$ cat config.mk
export PLATFORM = sky130hd
export DESIGN_NAME = pcrg_top
export DESIGN_NICKNAME = d
export VERILOG_FILES = /design/src/hw/pcrg_pkg.sv /design/src/hw/pcrg_div.sv /design/src/hw/pcrg_top.sv
export SDC_FILE = /design/constraint.sdc
export NUM_CORES = 1
export LEC_CHECK = 0
export BUFFER_PORTS_ARGS = -buffer_cell sky130_fd_sc_hd__buf_2
export CAP_MARGIN = 20
export CORE_MARGIN = 4
export CORE_UTILIZATION = 64
export DETAILED_ROUTE_END_ITERATION = 8
export PLACE_DENSITY = 0.84
export SLEW_MARGIN = 20
export SYNTH_ARGS = -nofsm -noshare
export SYNTH_HDL_FRONTEND = slang
export SYNTH_SLANG_ARGS = --single-unit
$ cat constraint.sdc
create_clock -name i_clk -period 10 [get_ports i_clk]
set_input_delay 2.5 -clock i_clk [delete_from_list [all_inputs] [get_ports i_clk]]
set_output_delay 2.5 -clock i_clk [all_outputs]
set_load 0.01 [all_outputs]
$ cat src/hw/pcrg_pkg.sv
package pcrg_pkg;
   // Clock and time base
   localparam int unsigned CLK_FREQ_KHZ       = 10_000;
   localparam int unsigned REF_FREQ_KHZ       = 24_576;
   localparam int unsigned DSP_MAX_KHZ_SLOW   = 147_456;
   localparam int unsigned DSP_MAX_KHZ_FAST   = 159_744;
   // Multiplier range
   localparam logic [3:0]  MULT_MIN           = 4'h4;
   localparam logic [3:0]  MULT_MAX           = 4'hF;
   // Reset stretch after external release, least time
   localparam int unsigned RST_STRETCH_NS     = 20_000;
   localparam int unsigned RST_STRETCH_CYC    =
      (RST_STRETCH_NS * (CLK_FREQ_KHZ / 1000) + 999) / 1000;
   // Dead gap with both clocks gated during a source switch
   localparam int unsigned SWITCH_GAP_NS      = 400;
   localparam int unsigned SWITCH_GAP_CYC     =
      (SWITCH_GAP_NS * (CLK_FREQ_KHZ / 1000) + 999) / 1000;
   localparam int unsigned CNT_W              = 8;
   // Divider widths and reset values
   localparam int unsigned DIV_W              = 8;
   localparam logic [7:0]  DIV_RESET          = 8'h00;
   localparam logic [3:0]  MULT_RESET         = 4'h4;
   localparam logic [3:0]  BOOT_RESET         = 4'h0;
   // Synchroniser bit positions
   localparam int unsigned SY_EXT_RST_N       = 0;
   localparam int unsigned SY_PLL_OK          = 1;
   localparam int unsigned SY_CORE_OK         = 2;
   localparam int unsigned SY_PWM_OK          = 3;
   localparam int unsigned SY_LOCK            = 4;
   localparam int unsigned SY_REF             = 5;
   localparam int unsigned SY_BOOT            = 6;
   localparam int unsigned SY_W               = 10;
   localparam logic [9:0]  SY_RESET           = 10'h001;

   typedef enum logic [1:0] {
      PCRG_BYPASS,
      PCRG_WAIT_LOCK,
      PCRG_GAP,
      PCRG_PLL_RUN
   } pcrg_clk_state_t;
endpackage : pcrg_pkg

$ cat src/hw/pcrg_div.sv
`timescale 1ns/1ps
// Programmable divider: one pulse every (i_ratio + 1) ticks
module pcrg_div #(
   parameter int unsigned WIDTH = 8
) (
   // Clock and reset
   input  wire logic             i_clk,
   input  wire logic             i_rst,
   // Control
   input  wire logic             i_clr,
   input  wire logic             i_tick,
   input  wire logic [WIDTH-1:0] i_ratio,
   // Output
   output logic                  o_pulse
);
   logic [WIDTH-1:0] cnt_reg;
   logic [WIDTH-1:0] cnt_next;
   logic             pulse_reg;
   logic             pulse_next;

   always_comb begin
      cnt_next   = cnt_reg;
      pulse_next = 1'b0;
      if (i_clr) begin
         cnt_next = '0;
      end else if (i_tick) begin
         if (cnt_reg >= i_ratio) begin
            cnt_next   = '0;
            pulse_next = 1'b1;
         end else begin
            cnt_next = cnt_reg + 1'b1;
         end
      end
   end

   always_ff @(posedge i_clk) begin
      if (i_rst) begin
         cnt_reg   <= '0;
         pulse_reg <= 1'b0;
      end else begin
         cnt_reg   <= cnt_next;
         pulse_reg <= pulse_next;
      end
   end

   assign o_pulse = pulse_reg;
endmodule : pcrg_div

$ cat src/hw/pcrg_top.sv
`timescale 1ns/1ps
// What this block does
// - PLL output equals reference times 4..15
// - Bypass PLL until configured and locked
// - PLL clock times PWM, feeds DSP clock
// - Power-on pulse on PLL rail rising
// - Power-on reset drives reset output low
// - Core or PWM rail brown-out drives reset low
// - External low or power-on pulse starts reset
// - Counter stretches reset after external release
// - System clock comes from crystal oscillator
// - Reference input forwarded to buffer output
// - Separate DSP, S/PDIF, ADC, master clocks
// - DSP clock capped at variant maximum
// - Shared reference gives common timebase
// - During reset: resets on, oscillator on, PLL off
// - On external release capture boot mode, boot
// - External reset input is active low
module pcrg_top (
   // Clock and reset
   input  wire logic       i_clk,
   input  wire logic       i_rst,
   // Pins from the board
   input  wire logic       i_external_reset_in_low,
   input  wire logic       i_reference_clock_in,
   input  wire logic       i_pll_supply_rail,
   input  wire logic       i_core_supply_rail,
   input  wire logic       i_pwm_output_supply_rail,
   input  wire logic [3:0] i_boot_mode_pins,
   // Analog PLL status
   input  wire logic       i_pll_lock,
   // Firmware configuration
   input  wire logic       i_fw_pll_request,
   input  wire logic [3:0] i_fw_pll_mult,
   input  wire logic [7:0] i_fw_dsp_div,
   input  wire logic [7:0] i_fw_spdif_div,
   input  wire logic [7:0] i_fw_adc_div,
   input  wire logic [7:0] i_fw_mclk_div,
   input  wire logic       i_fast_variant,
   // Reset and boot outputs
   output logic            o_system_reset_out_low,
   output logic            o_internal_reset,
   output logic            o_boot_start,
   output logic [3:0]      o_boot_mode,
   // Clock control outputs
   output logic            o_osc_enable,
   output logic            o_pll_enable,
   output logic [3:0]      o_pll_mult,
   output logic            o_clk_sel_pll,
   output logic            o_clk_gate,
   output logic            o_cfg_error,
   output logic            o_reference_clock_buffer_out,
   // Derived clock enables
   output logic            o_pwm_tick,
   output logic            o_dsp_clk_en,
   output logic            o_spdif_clk_en,
   output logic            o_adc_clk_en,
   output logic            o_mclk_en
);
   localparam logic [7:0] STRETCH = 8'(pcrg_pkg::RST_STRETCH_CYC);
   localparam logic [7:0] GAP     = 8'(pcrg_pkg::SWITCH_GAP_CYC);

   // Synchronisers for every pin and analog input
   logic [9:0] sy1_reg;
   logic [9:0] sy2_reg;
   logic [9:0] sy_next;
   logic       pll_ok_d_reg;

   always_comb begin
      sy_next = {i_boot_mode_pins, i_reference_clock_in, i_pll_lock,
                 i_pwm_output_supply_rail, i_core_supply_rail,
                 i_pll_supply_rail, i_external_reset_in_low};
   end

   always_ff @(posedge i_clk) begin
      if (i_rst) begin
         sy1_reg      <= pcrg_pkg::SY_RESET;
         sy2_reg      <= pcrg_pkg::SY_RESET;
         pll_ok_d_reg <= 1'b0;
      end else begin
         sy1_reg      <= sy_next;
         sy2_reg      <= sy1_reg;
         pll_ok_d_reg <= sy2_reg[pcrg_pkg::SY_PLL_OK];
      end
   end

   logic ext_rst;
   logic por_pulse;
   logic brown_out;
   logic locked;
   assign ext_rst   = ~sy2_reg[pcrg_pkg::SY_EXT_RST_N];
   assign por_pulse = sy2_reg[pcrg_pkg::SY_PLL_OK] & ~pll_ok_d_reg;
   assign brown_out = ~sy2_reg[pcrg_pkg::SY_CORE_OK] | ~sy2_reg[pcrg_pkg::SY_PWM_OK];
   assign locked    = sy2_reg[pcrg_pkg::SY_LOCK];
   // Reset sequencer
   logic       held_reg,      held_next;
   logic [7:0] cnt_reg,       cnt_next;
   logic       ext_d_reg,     ext_d_next;
   logic [3:0] boot_reg,      boot_next;
   logic       boot_go_reg,   boot_go_next;
   logic       rst_out_n_reg, rst_out_n_next;
   logic       irst_reg,      irst_next;
   logic       in_reset;
   always_comb begin
      held_next      = held_reg;
      cnt_next       = cnt_reg;
      ext_d_next     = ext_rst;
      boot_next      = boot_reg;
      boot_go_next   = 1'b0;
      if (ext_rst || por_pulse) begin
         held_next = 1'b1;
         cnt_next  = '0;
      end else if (held_reg) begin
         if (cnt_reg >= STRETCH - 8'h01) begin
            held_next    = 1'b0;
            boot_go_next = 1'b1;
         end else begin
            cnt_next = cnt_reg + 8'h01;
         end
      end
      if (ext_d_reg && !ext_rst) begin
         boot_next = sy2_reg[pcrg_pkg::SY_BOOT +: 4];
      end
      irst_next      = held_next | brown_out;
      rst_out_n_next = ~irst_next;
   end
   assign in_reset = held_reg | brown_out;
   always_ff @(posedge i_clk) begin
      if (i_rst) begin
         held_reg      <= 1'b1;
         irst_reg      <= 1'b1;
         cnt_reg       <= '0;
         ext_d_reg     <= 1'b0;
         boot_reg      <= pcrg_pkg::BOOT_RESET;
         boot_go_reg   <= 1'b0;
         rst_out_n_reg <= 1'b0;
      end else begin
         held_reg      <= held_next;
         cnt_reg       <= cnt_next;
         ext_d_reg     <= ext_d_next;
         boot_reg      <= boot_next;
         boot_go_reg   <= boot_go_next;
         rst_out_n_reg <= rst_out_n_next;
         irst_reg      <= irst_next;
      end
   end
   // Clock source control
   pcrg_pkg::pcrg_clk_state_t st_reg, st_next;
   logic [7:0]  gap_reg,    gap_next;
   logic [3:0]  mult_reg,   mult_next;
   logic        err_reg,    err_next;
   logic        sel_reg,    sel_next;
   logic        gate_reg,   gate_next;
   logic        pll_en_reg, pll_en_next;
   logic        cfg_ok;
   logic [31:0] pll_khz;
   logic [31:0] dsp_cap;
   always_comb begin
      pll_khz = 32'(i_fw_pll_mult) * pcrg_pkg::REF_FREQ_KHZ;
      dsp_cap = (i_fast_variant ? pcrg_pkg::DSP_MAX_KHZ_FAST : pcrg_pkg::DSP_MAX_KHZ_SLOW)
                * (32'(i_fw_dsp_div) + 32'h0000_0001);
      cfg_ok  = (i_fw_pll_mult >= pcrg_pkg::MULT_MIN) && (i_fw_pll_mult <= pcrg_pkg::MULT_MAX)
                && (pll_khz <= dsp_cap);
   end
   always_comb begin
      st_next     = st_reg;
      gap_next    = gap_reg;
      mult_next   = mult_reg;
      err_next    = err_reg;
      sel_next    = sel_reg;
      gate_next   = gate_reg;
      pll_en_next = pll_en_reg;
      case (st_reg)
         pcrg_pkg::PCRG_BYPASS: begin
            sel_next  = 1'b0;
            gate_next = 1'b1;
            if (i_fw_pll_request) begin
               if (cfg_ok) begin
                  mult_next   = i_fw_pll_mult;
                  err_next    = 1'b0;
                  pll_en_next = 1'b1;
                  st_next     = pcrg_pkg::PCRG_WAIT_LOCK;
               end else begin
                  err_next = 1'b1;
               end
            end
         end
         pcrg_pkg::PCRG_WAIT_LOCK: begin
            if (!i_fw_pll_request) begin
               pll_en_next = 1'b0;
               st_next     = pcrg_pkg::PCRG_BYPASS;
            end else if (locked) begin
               gate_next = 1'b0;
               gap_next  = '0;
               st_next   = pcrg_pkg::PCRG_GAP;
            end
         end
         pcrg_pkg::PCRG_GAP: begin
            if (gap_reg >= GAP - 8'h01) begin
               gate_next = 1'b1;
               sel_next  = pll_en_reg & i_fw_pll_request & locked;
               st_next   = sel_next ? pcrg_pkg::PCRG_PLL_RUN : pcrg_pkg::PCRG_BYPASS;
               if (!sel_next) begin
                  pll_en_next = 1'b0;
               end
            end else begin
               gap_next = gap_reg + 8'h01;
               if (gap_reg == 8'h00) begin
                  sel_next = ~sel_reg;
               end
            end
         end
         pcrg_pkg::PCRG_PLL_RUN: begin
            if (!i_fw_pll_request || !locked) begin
               gate_next   = 1'b0;
               gap_next    = '0;
               st_next     = pcrg_pkg::PCRG_GAP;
            end
         end
         default: begin
            st_next = pcrg_pkg::PCRG_BYPASS;
         end
      endcase
      if (in_reset) begin
         st_next     = pcrg_pkg::PCRG_BYPASS;
         pll_en_next = 1'b0;
         sel_next    = 1'b0;
         gate_next   = 1'b1;
      end
   end
   always_ff @(posedge i_clk) begin
      if (i_rst) begin
         st_reg     <= pcrg_pkg::PCRG_BYPASS;
         gap_reg    <= '0;
         mult_reg   <= pcrg_pkg::MULT_RESET;
         err_reg    <= 1'b0;
         sel_reg    <= 1'b0;
         gate_reg   <= 1'b1;
         pll_en_reg <= 1'b0;
      end else begin
         st_reg     <= st_next;
         gap_reg    <= gap_next;
         mult_reg   <= mult_next;
         err_reg    <= err_next;
         sel_reg    <= sel_next;
         gate_reg   <= gate_next;
         pll_en_reg <= pll_en_next;
      end
   end
   // Derived clocks from the selected source
   logic        pwm_reg, pwm_next;
   logic        ref_out_reg;
   logic        run_tick;
   logic [3:0]  div_pulse;
   logic [31:0] ratios;
   assign run_tick = gate_reg & ~in_reset;
   assign ratios   = {i_fw_mclk_div, i_fw_adc_div, i_fw_spdif_div, i_fw_dsp_div};
   always_comb begin
      pwm_next = run_tick & sel_reg;
   end
   always_ff @(posedge i_clk) begin
      if (i_rst) begin
         pwm_reg     <= 1'b0;
         ref_out_reg <= 1'b0;
      end else begin
         pwm_reg     <= pwm_next;
         ref_out_reg <= sy2_reg[pcrg_pkg::SY_REF];
      end
   end
   for (genvar g = 0; g < 4; g++) begin : g_div
      pcrg_div #(.WIDTH (pcrg_pkg::DIV_W)) u_div (
         .i_clk   (i_clk),
         .i_rst   (i_rst),
         .i_clr   (in_reset),
         .i_tick  (run_tick),
         .i_ratio (ratios[g*8 +: 8]),
         .o_pulse (div_pulse[g])
      );
   end
   assign o_system_reset_out_low       = rst_out_n_reg;
   assign o_internal_reset             = irst_reg;
   assign o_boot_start                 = boot_go_reg;
   assign o_boot_mode                  = boot_reg;
   assign o_osc_enable                 = 1'b1;
   assign o_pll_enable                 = pll_en_reg;
   assign o_pll_mult                   = mult_reg;
   assign o_clk_sel_pll                = sel_reg;
   assign o_clk_gate                   = gate_reg;
   assign o_cfg_error                  = err_reg;
   assign o_reference_clock_buffer_out = ref_out_reg;
   assign o_pwm_tick                   = pwm_reg;
   assign o_dsp_clk_en                 = div_pulse[0];
   assign o_spdif_clk_en               = div_pulse[1];
   assign o_adc_clk_en                 = div_pulse[2];
   assign o_mclk_en                    = div_pulse[3];
endmodule : pcrg_top

==> results by group <==
Place
  – PortBufs: 70
  – Final Wtd Congestion: 0.983
  – HPWL after detailed placement: 9950 µm

Synthesis
  – Most instantiated flip-flop cell in the synthesis netlist: sky130_fd_sc_hd__dfxtp_1
  – Mapped Avg Cell Area: 8.63 µm²
  – Proportion of register bits with asynchronous set or reset after synthesis: 0%
  – Synth Area in Simple Gates: 20.2%
  – Yosys warnings: 0
  – Dominant combinational cell family by area after synthesis: adder cells
  – Most numerous cell in the Yosys netlist: sky130_fd_sc_hd__inv_1
  – Post-Synth XOR/XNOR Area: 6.49%
  – Synthesized area: 0.00621 mm²
  – Distinct cells, synth: 59
  – Synthesized-area fraction occupied by ao, oa, aoi and oai cells: 12.4%
  – Post-Syn Nets: 873
  – Mux contribution to synthesized area: 0.826%
  – Synth top cells by count: sky130_fd_sc_hd__inv_1 (95), sky130_fd_sc_hd__dfxtp_1 (94), sky130_fd_sc_hd__ha_1 (90), sky130_fd_sc_hd__nor2_1 (62), sky130_fd_sc_hd__nand2_1 (52)
  – Post-Synthesis Cells: 719
  – Largest area contributor in the synthesized netlist: sky130_fd_sc_hd__dfxtp_1
  – Portion of the post-synthesis area used by sequential elements: 30.3%
  – FF+latch count, synth: 94
  – Adder and majority gate portion of the synthesized area: 22.7%
  – EDFF count, synth: 0
  – Cell types occupying the most area after synthesis: sky130_fd_sc_hd__dfxtp_1 (30%), sky130_fd_sc_hd__ha_1 (18%), sky130_fd_sc_hd__inv_1 (5.7%)
  – Share of Yosys cell area claimed by the top area cell type: 30.3%

Clock tree
  – Skew-Pair Late Insertion Delay: 350 ps
  – Number of gates resized after CTS: 0
  – Clock Path Buffers: 2
  – Num CTS Buffers: 9
  – Clock sink count: 94
  – Number of buffers inserted to repair setup after CTS: 0
  – CTS root buffer: sky130_fd_sc_hd__clkbuf_8
  – Clock tree from TritonCTS: built
  – Number of H-tree branching levels: 3
  – Reg clk slew, reported paths: 90 ps
  – Cts-stage hold buffer count: 0

Cells and area
  – Fin util: 73.6%
  – Area growth from synthesis to final layout: 10.6%
  – Fill cell instance count of the final layout: 709
  – Fraction of final layout cells with drive strength greater than 1: 13.3%
  – Ant diodes: 0
  – Post-layout net count: 938
  – Max reg flops: 32

Timing
  – Setup violation total in the final timing report: 0
  – Min Clock Period, post-route: 7800 ps
  – Peak clock frequency supported by timing: 128 MHz
  – Setup repair after global routing missed its margin: false
  – Layout Skew: 15.5 ps
  – Aggregate negative setup slack: 0 ps
  – Final-report max-slew violation count: 0
  – Period utilisation layout: 78.0%
  – Final count of hold timing violations: 0
  – Max_slew headroom: 26.1%
  – Least-Margin Pin Slew: 1100 ps

Die
  – Cell row count: 35
  – DIE AREA: 0.0113 mm²
  – Initial Utilization: 66.6%
  – Floorplan die height: 106 µm
  – Core region area: 0.00933 mm²
  – Number of ports placed on the die boundary: 72
  – Width of the die: 106 µm

Worst setup path
  – Critical path launch point type: input pin
  – Arrival time reported for the critical path endpoint: 8030 ps
  – Critical Setup Path Class: input pin to register
  – Worst reg2reg setup slack: 7540 ps
  – Critical path capture point type: register
  – Biggest fanout along the worst timing path: 7
  – Worst endpoint required time: 10220 ps

Power
  – Psw: 0.283 mW
  – Clk network pwr share: 30.3%
  – Power per standard cell area: 133 mW/mm²
  – Cell internal power dissipation: 0.632 mW
  – Combinational share of power: 27.8%
  – Sequential Power Share: 41.9%
  – Switching fraction of total power: 30.9%
  – Peak supply drop: 108 µV
  – Static Leakage: 3.27 nW

Drt
  – DR vias/cell: 5.48
  – Total detailed-routing wirelength: 12900 µm
  – Detailed router's first-iteration violation count: 183
  – Routed length per instance: 14.1 µm
  – Drt first pass iters: 5
  – Post-detailed-route count of antenna-violating nets: 0
  – Post-detailed-route DRC marker count: 0
  – Vias after detailed routing: 5023

Global routing
  – Initial antenna violation count: 0
  – Number of global-route vias before repair: 5025
  – Wire length of the first global-routing pass: 21700 µm
  – Grt ovf: 0
  – All-Layer GR Usage: 23.2%
  – Largest net degree at the start of global routing: 50

Status
  – Status: finished, final reports clean

Run
  – Number of maximum-capacitance violations: 0

Worst hold path
  – Tightest Hold Check Type: register to register
==> layout by cell type (no fill, tap or decap), types with 9 or more instances in the layout <==
cell type / count
sky130_fd_sc_hd__dfxtp_1: 94
sky130_fd_sc_hd__xor2_1: 33
sky130_fd_sc_hd__nor2_1: 62
sky130_fd_sc_hd__xnor2_1: 13
sky130_fd_sc_hd__fa_1: 14
sky130_fd_sc_hd__nand2b_1: 11
sky130_fd_sc_hd__and3_1: 9
sky130_fd_sc_hd__clkbuf_8: 9
sky130_fd_sc_hd__nor2b_1: 30
sky130_fd_sc_hd__ha_1: 90
sky130_fd_sc_hd__nand4_1: 17
sky130_fd_sc_hd__nand3_1: 20
sky130_fd_sc_hd__a21o_1: 13
sky130_fd_sc_hd__nor3_1: 17
sky130_fd_sc_hd__a21oi_1: 34
sky130_fd_sc_hd__inv_1: 95
sky130_fd_sc_hd__buf_2: 70
sky130_fd_sc_hd__nand2_1: 52
sky130_fd_sc_hd__o21ai_0: 10
==> final cells by class <==
| class | count | area (µm²) | area share [%] |
|---|---|---|---|
| tap | 129 | 161 | 2.35 |
| clock buffer | 9 | 124 | 1.80 |
| multi-input combinational | 513 | 3890 | 56.7 |
| inverter | 95 | 357 | 5.19 |
| sequential | 94 | 1880 | 27.4 |
| clock inverter | 6 | 93.8 | 1.37 |
| timing repair buffer | 71 | 358 | 5.21 |
==> power by group through the flow <==
stage	Combinational [mW]	Sequential, mW	Clock [mW]
after CTS	0.254	0.383	0.282
final	0.254	0.383	0.277
after floorplan	0.191	0.392	0
after global routing	0.288	0.384	0.298
after detailed placement	0.251	0.392	0
after global placement	0.235	0.392	0
==> per-layer routing <==
| metal | vias to the layer above | share of wire [%] | global-route usage (%) |
|---|---|---|---|
| li1 | 2555 | - | - |
| met1 | 2336 | 42 | 26.5 |
| met2 | 107 | 52 | 43.5 |
| met3 | 25 | 4.6 | 4.80 |
| met4 | 0 | 1.8 | 6.67 |
| met5 | - | 0 | 0 |
==> worst max-delay path, stage by stage <==
cell and delay [ps]:
sky130_fd_sc_hd__buf_2 140, sky130_fd_sc_hd__inv_1 90, sky130_fd_sc_hd__nor3_1 180, sky130_fd_sc_hd__nand3_1 140, sky130_fd_sc_hd__nor3_1 190, sky130_fd_sc_hd__xnor2_1 190
sky130_fd_sc_hd__and2_1 230, sky130_fd_sc_hd__fa_1 550, sky130_fd_sc_hd__inv_1 60, sky130_fd_sc_hd__fa_1 510, sky130_fd_sc_hd__inv_1 50, sky130_fd_sc_hd__ha_1 270
sky130_fd_sc_hd__inv_1 50, sky130_fd_sc_hd__fa_1 540, sky130_fd_sc_hd__inv_1 40, sky130_fd_sc_hd__ha_1 370, sky130_fd_sc_hd__a21oi_1 310, sky130_fd_sc_hd__nand2_1 130
sky130_fd_sc_hd__a2111oi_0 410, sky130_fd_sc_hd__o32ai_1 240, sky130_fd_sc_hd__o41ai_4 540, sky130_fd_sc_hd__or2_1 220, sky130_fd_sc_hd__o31ai_2 60
==> through the flow <==
stage | instance area [µm²] | std cells | hold slack [ps] | setup slack (ps) | total power [mW]
3_3_place_gp | 6650 | 902 | 398 | 2160 | 0.626
4_1_cts | 6870 | 917 | 421 | 2220 | 0.919
6_report | 6870 | 917 | 419 | 2200 | 0.914
3_5_place_dp | 6650 | 902 | 400 | 1860 | 0.643
2_1_floorplan | 6210 | 719 | 389 | 2590 | 0.583
5_1_grt | 6870 | 917 | 431 | 1970 | 0.970
==> final timing paths <==
kind / startpoint / end / cells after the start
max: i_fw_dsp_div[0] / o_pll_mult[3] / 23
min reg2reg: sy1_reg[0] / sy2_reg[0] / 1
min: sy1_reg[0] / sy2_reg[0] / 1
max reg2reg: gap_reg[0] / st_reg[1] / 8
==> cell families after synthesis <==
group / count (synthesis)
AO/OA/AOI/OAI: 107
XOR/XNOR: 46
adder cells (fa/ha/maj): 104
buffers and inverters: 112
flip-flops: 94
multiplexers: 5
other: 1
AND/OR/NAND/NOR: 250
(Power assumes the default switching activity.)
